File: config.mk
export PLATFORM = sky130hd
export DESIGN_NAME = liu_line_data_port
export DESIGN_NICKNAME = d
export VERILOG_FILES = /design/src/liu_line_data_port_pkg.sv /design/src/liu_line_data_port.sv /design/src/pin_sync.sv
export SDC_FILE = /design/constraint.sdc
export NUM_CORES = 1
export LEC_CHECK = 0
export ABC_AREA = 1
export BUFFER_PORTS_ARGS = -buffer_cell sky130_fd_sc_hd__buf_4
export CAP_MARGIN = 40
export CORE_MARGIN = 1.5
export CORE_UTILIZATION = 30
export DETAILED_ROUTE_END_ITERATION = 10
export PLACE_DENSITY = 0.52
export SETUP_SLACK_MARGIN = 0.3
export SLEW_MARGIN = 20
export SYNTH_ARGS = -nofsm -noshare
export SYNTH_HDL_FRONTEND = slang
export SYNTH_SLANG_ARGS = --single-unit
File: constraint.sdc
create_clock -name ref_clk -period 1.9 [get_ports ref_clk]
set_input_delay 0.19 -clock ref_clk [delete_from_list [all_inputs] [get_ports ref_clk]]
set_output_delay 0.19 -clock ref_clk [all_outputs]
set_load 0.05 [all_outputs]
File: src/liu_line_data_port_pkg.sv
// What this block does
// - Recovered clock output keeps running from master clock when carrier is lost.
// - Loss source select 0: loss output high while carrier loss lasts.
// - Loss source select 1: loss output high after 5us without transmit clock edge.
// - Hardware mode forces the loss source select to 0.
// - Receive rails update on rising recovered edge, or falling when select is 1.
// - NRZ enable puts received data as one NRZ stream on positive rail.
// - In NRZ mode each line error pulses the negative rail high.
// - Transmit rails sampled on falling edge, or rising when select is 1.
// - Test input high floats the receive clock, both receive rails and the loss output; low means normal operation.
// - Hardware reset low returns every control bit to zero.
package liu_line_data_port_pkg;

    localparam int DATA_W = 32;
    localparam int ADDR_W = 8;

    // Register byte offsets.
    localparam logic [ADDR_W-1:0] OFF_CTRL   = 8'h00;
    localparam logic [ADDR_W-1:0] OFF_STATUS = 8'h04;
    localparam logic [ADDR_W-1:0] OFF_MASK   = 8'h08;
    localparam logic [ADDR_W-1:0] OFF_STATE  = 8'h0C;

    // Control register fields.
    localparam int CTRL_W        = 6;
    localparam int CTRL_RX_EDGE  = 0;
    localparam int CTRL_TX_EDGE  = 1;
    localparam int CTRL_NRZ      = 2;
    localparam int CTRL_LOSS_SRC = 3;
    localparam int CTRL_TXSRC_LO = 4;
    localparam logic [CTRL_W-1:0] CTRL_RESET = 6'h00;

    // Transmit clock source codes.
    localparam logic [1:0] TXSRC_PIN    = 2'h0;
    localparam logic [1:0] TXSRC_MASTER = 2'h1;
    localparam logic [1:0] TXSRC_RECOV  = 2'h2;

    // Event bits, shared by status and mask.
    localparam int EV_W       = 3;
    localparam int EV_CARRIER = 0;
    localparam int EV_TXLOSS  = 1;
    localparam int EV_RXERR   = 2;
    localparam logic [EV_W-1:0] EV_RESET = 3'h0;

    // Live state register fields.
    localparam int ST_CARRIER = 0;
    localparam int ST_TXLOSS  = 1;
    localparam int ST_HWMODE  = 2;
    localparam int ST_TEST    = 3;

    // Positions of the asynchronous inputs in the synchroniser vector.
    localparam int IN_RECCLK  = 0;
    localparam int IN_MCLK    = 1;
    localparam int IN_TXPIN   = 2;
    localparam int IN_RXPOS   = 3;
    localparam int IN_RXNEG   = 4;
    localparam int IN_RXERR   = 5;
    localparam int IN_CARRIER = 6;
    localparam int IN_HWMODE  = 7;
    localparam int IN_TEST    = 8;
    localparam int IN_HARD_RESET_N    = 9;
    localparam int IN_TXPOS   = 10;
    localparam int IN_TXNEG   = 11;
    localparam int IN_W       = 12;

    localparam int HTRANS_ACT_BIT = 1;

    // Timing.
    localparam int CLK_PERIOD_NS = 40;
    localparam int TX_LOSS_NS    = 5000;
    localparam int TX_LOSS_CYC   = TX_LOSS_NS / CLK_PERIOD_NS;
    localparam int CNT_W         = 8;

endpackage

File: src/liu_line_data_port.sv
`timescale 1ns/1ps
module liu_line_data_port #(
    parameter int TX_LOSS_CYCLES = liu_line_data_port_pkg::TX_LOSS_CYC
) (
    // Clock and reset
    input  wire logic                                    ref_clk,
    input  wire logic                                    rst_b,
    // AHB-Lite register slave
    input  wire logic                                    hsel,
    input  wire logic [liu_line_data_port_pkg::DATA_W-1:0] haddr,
    input  wire logic [1:0]                              htrans,
    input  wire logic                                    hwrite,
    input  wire logic [2:0]                              hsize,
    input  wire logic [liu_line_data_port_pkg::DATA_W-1:0] hwdata,
    input  wire logic                                    hready,
    output logic                                         hreadyout,
    output logic                                         hresp,
    output logic [liu_line_data_port_pkg::DATA_W-1:0]    hrdata,
    output logic                                         irq,
    // Recovery front end and device pins
    input  wire logic                                    rxRecClk,
    input  wire logic                                    rxRecPos,
    input  wire logic                                    rxRecNeg,
    input  wire logic                                    rxRecErr,
    input  wire logic                                    carrierLoss,
    input  wire logic                                    masterClk,
    input  wire logic                                    hwMode,
    input  wire logic                                    testMode,
    input  wire logic                                    hard_reset_n,
    // Receive side outputs
    output logic                                         rxClkOut,
    output logic                                         rxClkOutOe,
    output logic                                         rx_pos_rail,
    output logic                                         rxPosOe,
    output logic                                         rx_neg_rail,
    output logic                                         rxNegOe,
    output logic                                         loss_indicator_out,
    output logic                                         lossOe,
    // Transmit side
    input  wire logic                                    tx_line_clock,
    input  wire logic                                    tx_pos_rail,
    input  wire logic                                    tx_neg_rail,
    output logic                                         txPosData,
    output logic                                         txNegData,
    output logic                                         txStrobe
);
    import liu_line_data_port_pkg::*;

    typedef struct packed {
        logic [CTRL_W-1:0] ctrl;
        logic [EV_W-1:0]   mask;
        logic [EV_W-1:0]   status;
        logic [DATA_W-1:0] rdata;
        logic              wrPend;
        logic [ADDR_W-1:0] wrAddr;
        logic              rxClk;
        logic              txClk;
        logic              txPinPrev;
        logic [CNT_W-1:0]  lossCnt;
        logic              txLoss;
        logic              carrierPrev;
        logic              lossOut;
        logic              rxPos;
        logic              rxNeg;
        logic              txPos;
        logic              txNeg;
        logic              txStrobe;
    } port_s;

    port_s st;
    port_s next_st;

    logic [IN_W-1:0] pins;
    logic [IN_W-1:0] syn;
    logic            selRx;
    logic            rxUpd;
    logic            txSel;
    logic            txSmp;
    logic            pinEdge;
    logic            effSel;
    logic            busAcc;
    logic [EV_W-1:0] evSet;
    logic [EV_W-1:0] evClr;

    initial begin
        if (TX_LOSS_CYCLES < 1 || TX_LOSS_CYCLES >= (1 << CNT_W)) begin
            $error("TX_LOSS_CYCLES must lie between 1 and 255");
        end
    end

    function automatic logic [DATA_W-1:0] read_reg(
        input logic [ADDR_W-1:0] addr,
        input port_s             s,
        input logic [IN_W-1:0]   y
    );
        logic [DATA_W-1:0] r;
        r = '0;
        case (addr)
            OFF_CTRL:   r[CTRL_W-1:0] = s.ctrl;
            OFF_STATUS: r[EV_W-1:0] = s.status;
            OFF_MASK:   r[EV_W-1:0] = s.mask;
            OFF_STATE: begin
                r[ST_CARRIER] = y[IN_CARRIER];
                r[ST_TXLOSS]  = s.txLoss;
                r[ST_HWMODE]  = y[IN_HWMODE];
                r[ST_TEST]    = y[IN_TEST];
            end
            default:    r = '0;
        endcase
        return r;
    endfunction

    // Every input here comes from outside ref_clk, so all pass two stages.
    assign pins = {tx_neg_rail, tx_pos_rail, hard_reset_n, testMode, hwMode,
                   carrierLoss, rxRecErr, rxRecNeg, rxRecPos, tx_line_clock,
                   masterClk, rxRecClk};

    pin_sync #(
        .WIDTH (IN_W)
    ) u_pin_sync (
        .ref_clk (ref_clk),
        .rst_b   (rst_b),
        .asyncIn (pins),
        .syncOut (syn)
    );

    always_comb begin
        next_st = st;

        // With no line signal the output clock follows the master clock.
        selRx = syn[IN_CARRIER] ? syn[IN_MCLK] : syn[IN_RECCLK];
        next_st.rxClk = selRx;
        rxUpd = st.ctrl[CTRL_RX_EDGE] ? (st.rxClk & ~selRx)
                                      : (~st.rxClk & selRx);
        if (rxUpd) begin
            if (st.ctrl[CTRL_NRZ]) begin
                next_st.rxPos = syn[IN_RXPOS] | syn[IN_RXNEG];
                next_st.rxNeg = syn[IN_RXERR];
            end else begin
                next_st.rxPos = syn[IN_RXPOS];
                next_st.rxNeg = syn[IN_RXNEG];
            end
        end

        case (st.ctrl[CTRL_TXSRC_LO +: 2])
            TXSRC_PIN:    txSel = syn[IN_TXPIN];
            TXSRC_MASTER: txSel = syn[IN_MCLK];
            TXSRC_RECOV:  txSel = st.rxClk;
            default:      txSel = syn[IN_TXPIN];
        endcase
        next_st.txClk = txSel;
        txSmp = st.ctrl[CTRL_TX_EDGE] ? (~st.txClk & txSel)
                                      : (st.txClk & ~txSel);
        next_st.txStrobe = txSmp;
        if (txSmp) begin
            next_st.txPos = syn[IN_TXPOS];
            next_st.txNeg = syn[IN_TXNEG];
        end

        // The loss watch always looks at the pin, whatever clock is chosen.
        next_st.txPinPrev = syn[IN_TXPIN];
        pinEdge = syn[IN_TXPIN] ^ st.txPinPrev;
        if (pinEdge) begin
            next_st.lossCnt = '0;
        end else if (st.lossCnt < CNT_W'(TX_LOSS_CYCLES)) begin
            next_st.lossCnt = st.lossCnt + CNT_W'(1);
        end
        next_st.txLoss = !pinEdge
                         && (st.lossCnt >= CNT_W'(TX_LOSS_CYCLES));

        effSel = st.ctrl[CTRL_LOSS_SRC] & ~syn[IN_HWMODE];
        next_st.lossOut = effSel ? st.txLoss : syn[IN_CARRIER];

        next_st.carrierPrev = syn[IN_CARRIER];
        evSet = '0;
        evSet[EV_CARRIER] = syn[IN_CARRIER] & ~st.carrierPrev;
        evSet[EV_TXLOSS]  = next_st.txLoss & ~st.txLoss;
        evSet[EV_RXERR]   = rxUpd & st.ctrl[CTRL_NRZ] & syn[IN_RXERR];

        // Bus: address phase captured here, write data used one cycle on.
        busAcc = hsel & htrans[HTRANS_ACT_BIT] & hready;
        evClr = '0;
        next_st.wrPend = busAcc & hwrite;
        next_st.wrAddr = haddr[ADDR_W-1:0];
        if (busAcc && !hwrite) begin
            next_st.rdata = read_reg(haddr[ADDR_W-1:0], st, syn);
            if (haddr[ADDR_W-1:0] == OFF_STATUS) begin
                evClr = st.status;
            end
        end
        if (st.wrPend) begin
            case (st.wrAddr)
                OFF_CTRL: next_st.ctrl = hwdata[CTRL_W-1:0];
                OFF_MASK: next_st.mask = hwdata[EV_W-1:0];
                default:  next_st.mask = st.mask;
            endcase
        end
        // A new event in the clearing cycle survives the clear.
        next_st.status = (st.status & ~evClr) | evSet;

        if (!syn[IN_HARD_RESET_N]) begin
            next_st.ctrl = CTRL_RESET;
        end
    end

    always_ff @(posedge ref_clk or negedge rst_b) begin
        if (!rst_b) begin
            st      <= '0;
            st.ctrl <= CTRL_RESET;
            st.mask <= EV_RESET;
        end else begin
            st <= next_st;
        end
    end

    assign hreadyout = 1'b1;
    assign hresp     = 1'b0;
    assign hrdata    = st.rdata;
    assign irq       = |(st.status & st.mask);

    assign rxClkOut           = st.rxClk;
    assign rx_pos_rail        = st.rxPos;
    assign rx_neg_rail        = st.rxNeg;
    assign loss_indicator_out = st.lossOut;
    assign rxClkOutOe = ~syn[IN_TEST];
    assign rxPosOe    = ~syn[IN_TEST];
    assign rxNegOe    = ~syn[IN_TEST];
    assign lossOe     = ~syn[IN_TEST];
    assign txPosData  = st.txPos;
    assign txNegData  = st.txNeg;
    assign txStrobe   = st.txStrobe;
endmodule // liu_line_data_port

File: src/pin_sync.sv
`timescale 1ns/1ps
module pin_sync #(
    parameter int WIDTH = 1
) (
    // Clock and reset
    input  wire logic             ref_clk,
    input  wire logic             rst_b,
    // Signals
    input  wire logic [WIDTH-1:0] asyncIn,
    output logic      [WIDTH-1:0] syncOut
);
    typedef struct packed {
        logic [WIDTH-1:0] first;
        logic [WIDTH-1:0] second;
    } sync_s;

    sync_s st;
    sync_s next_st;

    initial begin
        if (WIDTH < 1) begin
            $error("pin_sync needs WIDTH of at least one");
        end
    end

    // The first stage feeds only the second one, never any logic.
    always_comb begin
        next_st        = st;
        next_st.first  = asyncIn;
        next_st.second = st.first;
    end

    always_ff @(posedge ref_clk or negedge rst_b) begin
        if (!rst_b) begin
            st <= '0;
        end else begin
            st <= next_st;
        end
    end

    assign syncOut = st.second;
endmodule // pin_sync

==> results of run 1 <==
==> state kept, by name, summed over array words and instances (netlist names) <==
register / count
hrdata: 6
loss_indicator_out: 1
rxClkOut: 1
rx_neg_rail: 1
rx_pos_rail: 1
st: 33
txNegData: 1
txPosData: 1
txStrobe: 1
u_pin_sync.next_st: 12
u_pin_sync.syncOut: 12
==> layer usage <==
metal | vias up | part of all wire [%]
li1 | 1110 | -
met1 | 1041 | 46
met2 | 61 | 47
met3 | 5 | 5.8
met4 | 0 | 1.0
met5 | - | 0
==> timing repair <==
action	4_1_cts	5_1_grt
endpoints found under the setup margin	0	7
hold buffers	21	0
buffers inserted	0	0
gates resized for setup	0	3
hold endpoints to repair	48	0
==> final cells by class <==
class,instances,area share (%)
clock buffer,11,3.64
clock inverter,5,2.13
inverter,33,3.41
multi-input combinational,207,25.5
sequential,70,45.1
tap,133,4.28
timing repair buffer,74,16.0
==> path summary, 6_finish.rpt <==
check,endpoint,slack [ns],cells past startpoint
min reg2reg,u_pin_sync.syncOut[1]$_DFF_PN0_,0.35,0
min in group asynchronous,u_pin_sync.next_st[10]$_DFF_PN0_,0.32,2
max,hrdata[0]$_DFFE_PN0P_,0.45,9
max in group asynchronous,txStrobe$_DFF_PN0_,1.08,3
min,st[27]$_DFF_PN0_,0.1,3
max reg2reg,txPosData$_DFFE_PN0P_,0.45,9
==> per-stage QoR <==
stage | hold slack, ns | setup slack, ns | power, W
floorplan | -0.106 | 0.566 | 0.00195
global placement | 0.148 | 0.459 | 0.00205
detailed placement | 0.151 | 0.438 | 0.00205
CTS | 0.0882 | 0.426 | 0.00343
global route | 0.0986 | 0.278 | 0.00355
finish | 0.0975 | 0.449 | 0.00339
==> kinds of logic (layout without fill, tap and decap cells) <==
group,after synthesis,in the layout,synth area share [%]
other,2,28,0.246
and+or+nand+nor,138,138,20.0
buffers and inverters,71,123,13.5
AOI/OAI and AO/OA,33,33,5.66
DFF,70,70,57.4
xor gates and xnor gates,3,3,1.11
adders and majority gates,5,5,2.05
==> worst min-delay path, cell delays in order <==
cell and delay (ns):
buf_4 0.11, nand3_1 0.05, nor2_1 0.04
==> power by group <==
group / switching, W / internal (W)
Sequential: 0.0000396 / 0.00156
Clock: 0.000558 / 0.000778
Combinational: 0.000317 / 0.000140
==> synth_stat cells <==
library cell	count
buf_2	1
nor2_1	16
xor2_1	2
dfrtp_1	70
buf_4	37
nor3_2	2
nand4_1	10
ha_1	5
conb_1	2
clkinv_4	1
inv_1	30
xnor2_2	1
inv_2	1
o21ai_1	4
or2_2	2
nand3b_1	1
o21a_1	1
nand3_1	28
nor3_1	1
nand2_4	1
o221ai_1	1
o21ai_0	23
clkinv_1	1
nand2_2	1
a31oi_1	1
a21oi_1	3
nand2_1	76
==> results.json, run 1 <==
{
  "status": "complete, no violations",
  "crit_top_cell": "nand2_1",
  "met1_usage_pct": 15.5,
  "synth_area_leaders": "dfrtp_1 (57%), nand2_1 (9.4%), buf_4 (9.1%)",
  "syn_avg_cell_area_sq_um": 9.47,
  "fin_area_sq_mm": 0.00388,
  "clkTransAtPathRegs_ns": 0.08,
  "final_core_util_pct": 39.6,
  "r2r-start": "st[70]$_DFFE_PN0P_",
  "vdd_drop_max_v": 0.000319,
  "multiInputGateArea_sq_um": 990,
  "slowest_stage": "dlygate4sd3_1",
  "hp-class": "primary input to flip-flop",
  "maxCapViolCount": 0,
  "use_met3_pct": 3.27,
  "hold_violations": 0,
  "busiest_layer": "met2",
  "grt_util_met2_pct": 19.8,
  "setup_viol": 0,
  "cts_num_sinks": 70,
  "dpl_cell_area_sq_mm": 0.00344,
  "drv_slew": 0,
  "synth.top_cell.area_share_pct": 57.4,
  "path_cells": "dlygate4sd3_1, buf_4, nor2_1, nand2_1, nor2_1, nand2_1, nand2_1, o21ai_0, nand2_1",
  "cts_tree": "done",
  "cts-root-buf": "clkbuf_8",
  "fin_skew_ns": 0.00912,
  "grt_pass1_vias": 2204,
  "rsz0062_at_grt": "yes",
  "place_congestion": 0.764,
  "final_nets": 486,
  "synth.cell_area_sq_mm": 0.00305,
  "period_minus_slack_ns": 1.45,
  "layout_commonest_cell": "nand2_1",
  "antenna_found_initial": 0,
  "clock_latency_ns": 0.33,
  "portBuffers": 49,
  "p_per_area_mw_per_mm2": 872,
  "ys_seq_area_share_pct": 57.4,
  "critPathTopFamily": "simple AND/OR/NAND/NOR gates",
  "wl_per_cell_um": 11.1,
  "drtIter0Drc": 82,
  "viasPerCell": 4.16,
  "dpl.hpwl_um": 4330,
  "grt_max_degree": 32,
  "hp-start": "htrans[1]",
  "final_cell_mix": "nand2_1 (74), dfrtp_1 (70), buf_4 (52)",
  "cp_num_buf_inv": 2,
  "layout.cells.non_filler": 533,
  "critPathMaxStageDelay_ns": 0.54,
  "drive_above_1_share_pct": 20.0,
  "postRouteAntennaNets": 0,
  "dieHeight_um": 104,
  "min_period_over_period_pct": 76.4,
  "cp.arrival_ns": 1.73,
  "worstSetupStartpoint": "haddr[5]",
  "h-tree-depth": 3,
  "die_x_um": 104,
  "grt_pass1_wl_um": 10300,
  "max_slew_margin_pct": 61.8,
  "ys_types": 27,
  "p_leak_nw": 1.98,
  "first_pass_iters": 7,
  "areaGrowthSynthToFinish_pct": 27.4,
  "dp_cells": 496,
  "ioPinCount": 132,
  "vias": 2217,
  "synthCells": 322,
  "ys_ff_latch": 70,
  "coreArea_sq_mm": 0.00982,
  "totalWireLength_um": 5930,
  "yosysWarnings": 0,
  "fin_setup_tns_ns": 0,
  "drc": 0,
  "fillers": 1008,
  "rows": 36,
  "dieArea_sq_mm": 0.0108,
  "cts-buffers-inserted": 9,
  "regArea_sq_mm": 0.00175,
  "worst-endpoint-required_ns": 2.18,
  "crit_path_end_kind": "flip-flop",
  "critPathKind": "primary input to flip-flop",
  "fmax_mhz": 689,
  "initial_utilization_pct": 31.1,
  "yosys.area.top_type": "dfrtp_1",
  "grt_overflow": 0,
  "worst_pin_slew_ns": 0.570,
  "grt_usage_pct": 12.0,
  "crit_fanout": 5,
  "clk_path_buf_depth": 2,
  "n_antenna_cell": 0,
  "critPathLaunchType": "primary input"
}
(Power assumes the default switching activity.)
==> run 2, diff against run 1 <==
- PLACE_DENSITY: 0.52 -> 0.54
- clock period: 1.9 -> 1.17 ns (I/O delays scaled with it)
==> run 2 against run 1 <==
  * Global-route usage rose by 0.41 points
  * Wire length rose by 7.7%
  * Via count rose by 7.0%
  * Setup slack got worse by 0.56 ns
  * The run now ends with negative setup slack left
  * Critical path depth did not move
  * Power rose by 69%
  * Combinational power rose by 120%
  * Largest cell class unchanged
  * Final cell count rose by 7.7%
==> results.json, run 2 (synthesized netlist as in run 1, its figures left out) <==
{
  "layout.cells.non_filler": 574,
  "grt_max_degree": 64,
  "clock_latency_ns": 0.35,
  "n_antenna_cell": 0,
  "cp_num_buf_inv": 2,
  "viasPerCell": 4.13,
  "totalWireLength_um": 6390,
  "grt_pass1_vias": 2314,
  "setup_viol": 27,
  "critPathTopFamily": "simple AND/OR/NAND/NOR gates",
  "critPathMaxStageDelay_ns": 0.42,
  "dr_wl_met2_um": 3160,
  "largest_reg_flops": 33,
  "crit_path_end_kind": "flip-flop",
  "setup_ws_ns": -0.113,
  "cp.arrival_ns": 1.57,
  "crit_fanout": 7,
  "areaGrowthSynthToFinish_pct": 51.2,
  "clkTransAtPathRegs_ns": 0.07,
  "worst-endpoint-required_ns": 1.45,
  "portBuffers": 49,
  "vdd_drop_max_v": 0.000513,
  "layout_commonest_cell": "dfrtp_1",
  "rsz0062_at_grt": "yes",
  "fin_hold_ws_ns": 0.0217,
  "clk_path_buf_depth": 2,
  "dieHeight_um": 104,
  "power_w": 0.00573,
  "drt-met1-wl_um": 2870,
  "cts-buffers-inserted": 9,
  "wl_per_cell_um": 11.1,
  "cts-root-buf": "clkbuf_8",
  "fin_skew_ns": 0.00916,
  "fmax_mhz": 779,
  "top_register": "st",
  "slowest_stage": "dfrtp_1",
  "violations": "negative setup slack",
  "drc": 0,
  "critPathKind": "flip-flop to flip-flop",
  "path_cells": "inv_2, ha_4, nor2_4, nand2_2, nand2_2, nand2_4, clkinv_4, nand2_2, nand2_1",
  "rows": 36,
  "period_minus_slack_ns": 1.28,
  "min_period_over_period_pct": 110,
  "h-tree-depth": 3,
  "final_cell_mix": "dfrtp_1 (67), buf_4 (63), nand2_1 (53)",
  "drv_slew": 0,
  "vias": 2372,
  "fillers": 947,
  "dieArea_sq_mm": 0.0108,
  "routed.top_layer": "met4",
  "postRouteAntennaNets": 0,
  "grt_usage_pct": 12.4,
  "critPathLaunchType": "flip-flop",
  "wl_met3_um": 249,
  "dpl.hpwl_um": 4290,
  "ioPinCount": 132,
  "crit_top_cell": "nand2_2",
  "status": "finished, violations left",
  "final_nets": 528,
  "p_per_area_mw_per_mm2": 1240,
  "first_pass_iters": 4,
  "initial_utilization_pct": 31.1,
  "dp_slack_ns": -0.129,
  "cts_num_sinks": 70,
  "antenna_found_initial": 0,
  "final_core_util_pct": 47.0,
  "grt_overflow": 0,
  "p_leak_nw": 2.24,
  "drive_above_1_share_pct": 41.3,
  "place_congestion": 0.812,
  "coreArea_sq_mm": 0.00982,
  "grt_pass1_wl_um": 10700,
  "dp_cells": 510,
  "drtIter0Drc": 50,
  "maxCapViolCount": 0,
  "hp-class": "primary input to flip-flop",
  "cts_tree": "done",
  "die_x_um": 104,
  "hold_violations": 0
}
[run 2: layout make-up]
cell class | count | area, sq um | area share, %
Clock inverter | 3 | 68.8 | 1.49
Clock buffer | 12 | 145 | 3.15
Tap cell | 133 | 166 | 3.61
Sequential cell | 70 | 1760 | 38.1
Timing Repair Buffer | 116 | 1060 | 23.1
Inverter | 33 | 135 | 2.93
Multi-Input combinational cell | 207 | 1280 | 27.7
[run 2: stage by stage]
stage	area, sq um	TNS, ns
6_report	4610	-1.38
3_5_place_dp	3680	-1.34
5_1_grt	4610	-3.84
3_3_place_gp	3680	-1.14
4_1_cts	4360	-1.98
2_1_floorplan	3280	-0.168
[run 2: per-layer routing]
metal	GRT usage [%]	vias up
li1	-	1195
met1	14.9	1117
met2	20.8	51
met3	3.59	9
met4	5.06	0
met5	0	-
[run 2: worst reg2reg max path, cell delays in order (launching register included)]
cell	delay (ns)
dfrtp_1	0.42
inv_2	0.07
ha_4	0.16
nor2_4	0.14
nand2_2	0.07
nand2_2	0.08
nand2_4	0.10
clkinv_4	0.09
nand2_2	0.04
nand2_1	0.05
[run 2: timing repair]
action	in CTS	in global routing
pin swaps	15	28
hold endpoints to repair	91	0
resized for setup	47	39
setup endpoints to repair	47	51
buffers inserted	11	16
hold buffers	22	0
[run 2: final timing paths]
kind / startpoint / end / slack, ns / cells after the start
setup / recovery: st[8]$_DFFE_PN0P_ / st[14]$_DFFE_PN0P_ / -0.11 / 9
hold / removal: htrans[1] / st[27]$_DFF_PN0_ / 0.02 / 3
setup reg to reg: st[8]$_DFFE_PN0P_ / st[14]$_DFFE_PN0P_ / -0.11 / 9
hold reg to reg: u_pin_sync.next_st[8]$_DFF_PN0_ / u_pin_sync.syncOut[8]$_DFF_PN0_ / 0.35 / 0
max in group asynchronous: rst_b / st[68]$_DFFE_PN0P_ / 0.50 / 3
min in group asynchronous: rst_b / u_pin_sync.next_st[11]$_DFF_PN0_ / 0.12 / 2
[run 2: where the power goes]
part,internal (W),total (W),switching [W]
clock network,0.00125,0.00213,0.000880
logic,0.000401,0.000990,0.000590
registers,0.00253,0.00261,0.0000784
total,0.00418,0.00573,0.00155
==> run 3, diff against run 2 <==
- PLACE_DENSITY: 0.54 -> 0.68
==> run 3 against run 2 <==
  * The run still ends with negative setup slack left
  * Clock-buffer cell count increased by 1
  * Final cell count grew 1.2%
  * Worst hold slack gained 0.0015 ns
  * First-iteration DRC count rose by 38%
  * Non-clock buffer count increased by 5
  * Sequential share of layout area fell by 0.86 points
  * Setup slack got worse by 0.048 ns
  * Critical path depth shrank 2
  * Power shrank 3.2%
  * Largest cell class unchanged
  * Largest power group unchanged
==> results.json, run 3 (synthesized netlist as in run 1, its figures left out) <==
{
  "cts-root-buf": "clkbuf_8",
  "cp.depth": 7,
  "critPathMaxStageDelay_ns": 0.42,
  "initial_utilization_pct": 31.1,
  "grt_pass1_wl_um": 11600,
  "critPathTopFamily": "flip-flops",
  "portBuffers": 49,
  "clk_path_buf_depth": 2,
  "dp_slack_ns": -0.142,
  "clkTransAtPathRegs_ns": 0.07,
  "p_per_area_mw_per_mm2": 1180,
  "wl_per_cell_um": 12.0,
  "r2r-start": "st[71]$_DFFE_PN0P_",
  "hold_violations": 0,
  "maxCapViolCount": 0,
  "first_pass_iters": 4,
  "antenna_found_initial": 0,
  "n_antenna_cell": 0,
  "grt_overflow": 0,
  "period_minus_slack_ns": 1.33,
  "critPathKind": "flip-flop to flip-flop",
  "vias": 2462,
  "crit_fanout": 3,
  "crit_path_end_kind": "flip-flop",
  "fmax_mhz": 751,
  "layout.cells.non_filler": 581,
  "path_cells": "ha_4, inv_6, nand3_4, o221ai_4, buf_6, nand3_1, nand2_1",
  "dieArea_sq_mm": 0.0108,
  "fin_skew_ns": 0.00711,
  "top_register": "st",
  "cts_num_sinks": 70,
  "drc": 0,
  "fin_area_sq_mm": 0.00472,
  "min_period_over_period_pct": 114,
  "clock_latency_ns": 0.34,
  "slowest_stage": "dfrtp_1",
  "violations": "negative setup slack",
  "drive_above_1_share_pct": 43.5,
  "postRouteAntennaNets": 0,
  "setup.worst_path.end": "txNegData$_DFFE_PN0P_",
  "final_cell_mix": "dfrtp_1 (67), buf_4 (64), nand2_1 (53)",
  "cp.arrival_ns": 1.55,
  "power_w": 0.00555,
  "coreArea_sq_mm": 0.00982,
  "r2r_end": "txNegData$_DFFE_PN0P_",
  "status": "finished, violations left",
  "grt_pass1_vias": 2495,
  "dieHeight_um": 104,
  "worst-endpoint-required_ns": 1.39,
  "hp-class": "primary input to flip-flop",
  "rows": 36,
  "areaGrowthSynthToFinish_pct": 54.7,
  "grt_max_degree": 29,
  "grt_usage_pct": 13.4,
  "final_nets": 534,
  "setup_viol": 23,
  "viasPerCell": 4.24,
  "critPathLaunchType": "flip-flop",
  "cts-buffers-inserted": 9,
  "h-tree-depth": 3,
  "layout_commonest_cell": "dfrtp_1",
  "p_leak_nw": 2.31,
  "dp_cells": 509,
  "dpl.hpwl_um": 4620,
  "cp_num_buf_inv": 2,
  "drv_slew": 0,
  "ioPinCount": 132,
  "cts_tree": "done",
  "largest_reg_flops": 33,
  "setup_ws_ns": -0.161,
  "die_x_um": 104,
  "vdd_drop_max_v": 0.000646,
  "rsz0062_at_grt": "yes",
  "reg2reg_depth": 7,
  "dpl_cell_area_sq_mm": 0.00369,
  "r2r_slack_ns": -0.16,
  "place_congestion": 0.848,
  "drtIter0Drc": 69,
  "worstSetupStartpoint": "st[71]$_DFFE_PN0P_",
  "totalWireLength_um": 6950
}
-- run 3: cell count changes in the layout (fill, tap and decap cells not counted), moves of 2 or more --
cell     previous run  this run
nand3_2             9        15
o21ai_0             6         4
nand2_2            23        20
nand2_4             1         5
buf_6              28        30
nand3_1            17        11
-- run 3: power breakdown --
part,switching [W],total (W),internal (W)
Clock,0.000852,0.00195,0.00110
Sequential,0.0000839,0.00261,0.00253
Combinational,0.000596,0.000981,0.000385
Total,0.00153,0.00555,0.00401
-- run 3: final cells by class --
| cell class | count | area [sq um] |
|---|---|---|
| Multi-Input combinational cell | 208 | 1330 |
| Inverter | 33 | 138 |
| Timing Repair Buffer | 121 | 1130 |
| Fill cell | 888 | 5100 |
| Clock buffer | 13 | 159 |
| Clock inverter | 3 | 42.5 |
| Sequential cell | 70 | 1760 |
| Tap cell | 133 | 166 |
-- run 3: metrics by stage --
stage	utilization, %	setup TNS, ns	hold slack, ns
finish	48.1	-1.65	0.0232
global route	48.1	-4.11	0.0288
CTS	45.1	-2.11	0.00900
detailed placement	37.6	-1.52	0.0258
global placement	37.6	-0.689	0.0185
floorplan	-	-0.168	-0.179
-- run 3: worst min-delay path by stage --
stage	cells past startpoint	endpoint	from	slack [ns]
3_3_place_gp	1	u_pin_sync.syncOut[10]$_DFF_PN0_	rst_b	0.02
5_1_grt	3	st[65]$_DFFE_PN0P_	hwdata[2]	0.03
6_report	3	st[27]$_DFF_PN0_	htrans[1]	0.02
3_5_place_dp	1	u_pin_sync.syncOut[11]$_DFF_PN0_	rst_b	0.03
2_1_floorplan	0	hrdata[0]$_DFFE_PN0P_	rst_b	-0.18
4_1_cts	3	st[27]$_DFF_PN0_	htrans[1]	0.009
-- run 3: worst reg2reg max path: cells and delay by family (launching register included) --
family	cells	cell delay [ns]
DFF	1	0.42
and+or+nand+nor	3	0.20
adders and majority gates	1	0.30
AOI/OAI and AO/OA	1	0.11
buffers and inverters	2	0.19
-- run 3: timing repair --
action                     in CTS  in global routing
pin swaps                      19                 25
resized for setup              58                 44
hold buffers                   22                  0
hold endpoints to repair       91                  0
setup endpoints to repair      49                 51
setup buffers                  19                 14
cloned                          0                  1
-- run 3: per-layer routing --
| layer | vias up | GRT usage (%) | routed length, um |
|---|---|---|---|
| met5 | - | 0 | 0 |
| met4 | 0 | 3.47 | 56 |
| met3 | 7 | 4.91 | 317 |
| met2 | 59 | 23.6 | 3730 |
| met1 | 1179 | 15.2 | 2850 |
| li1 | 1217 | - | - |
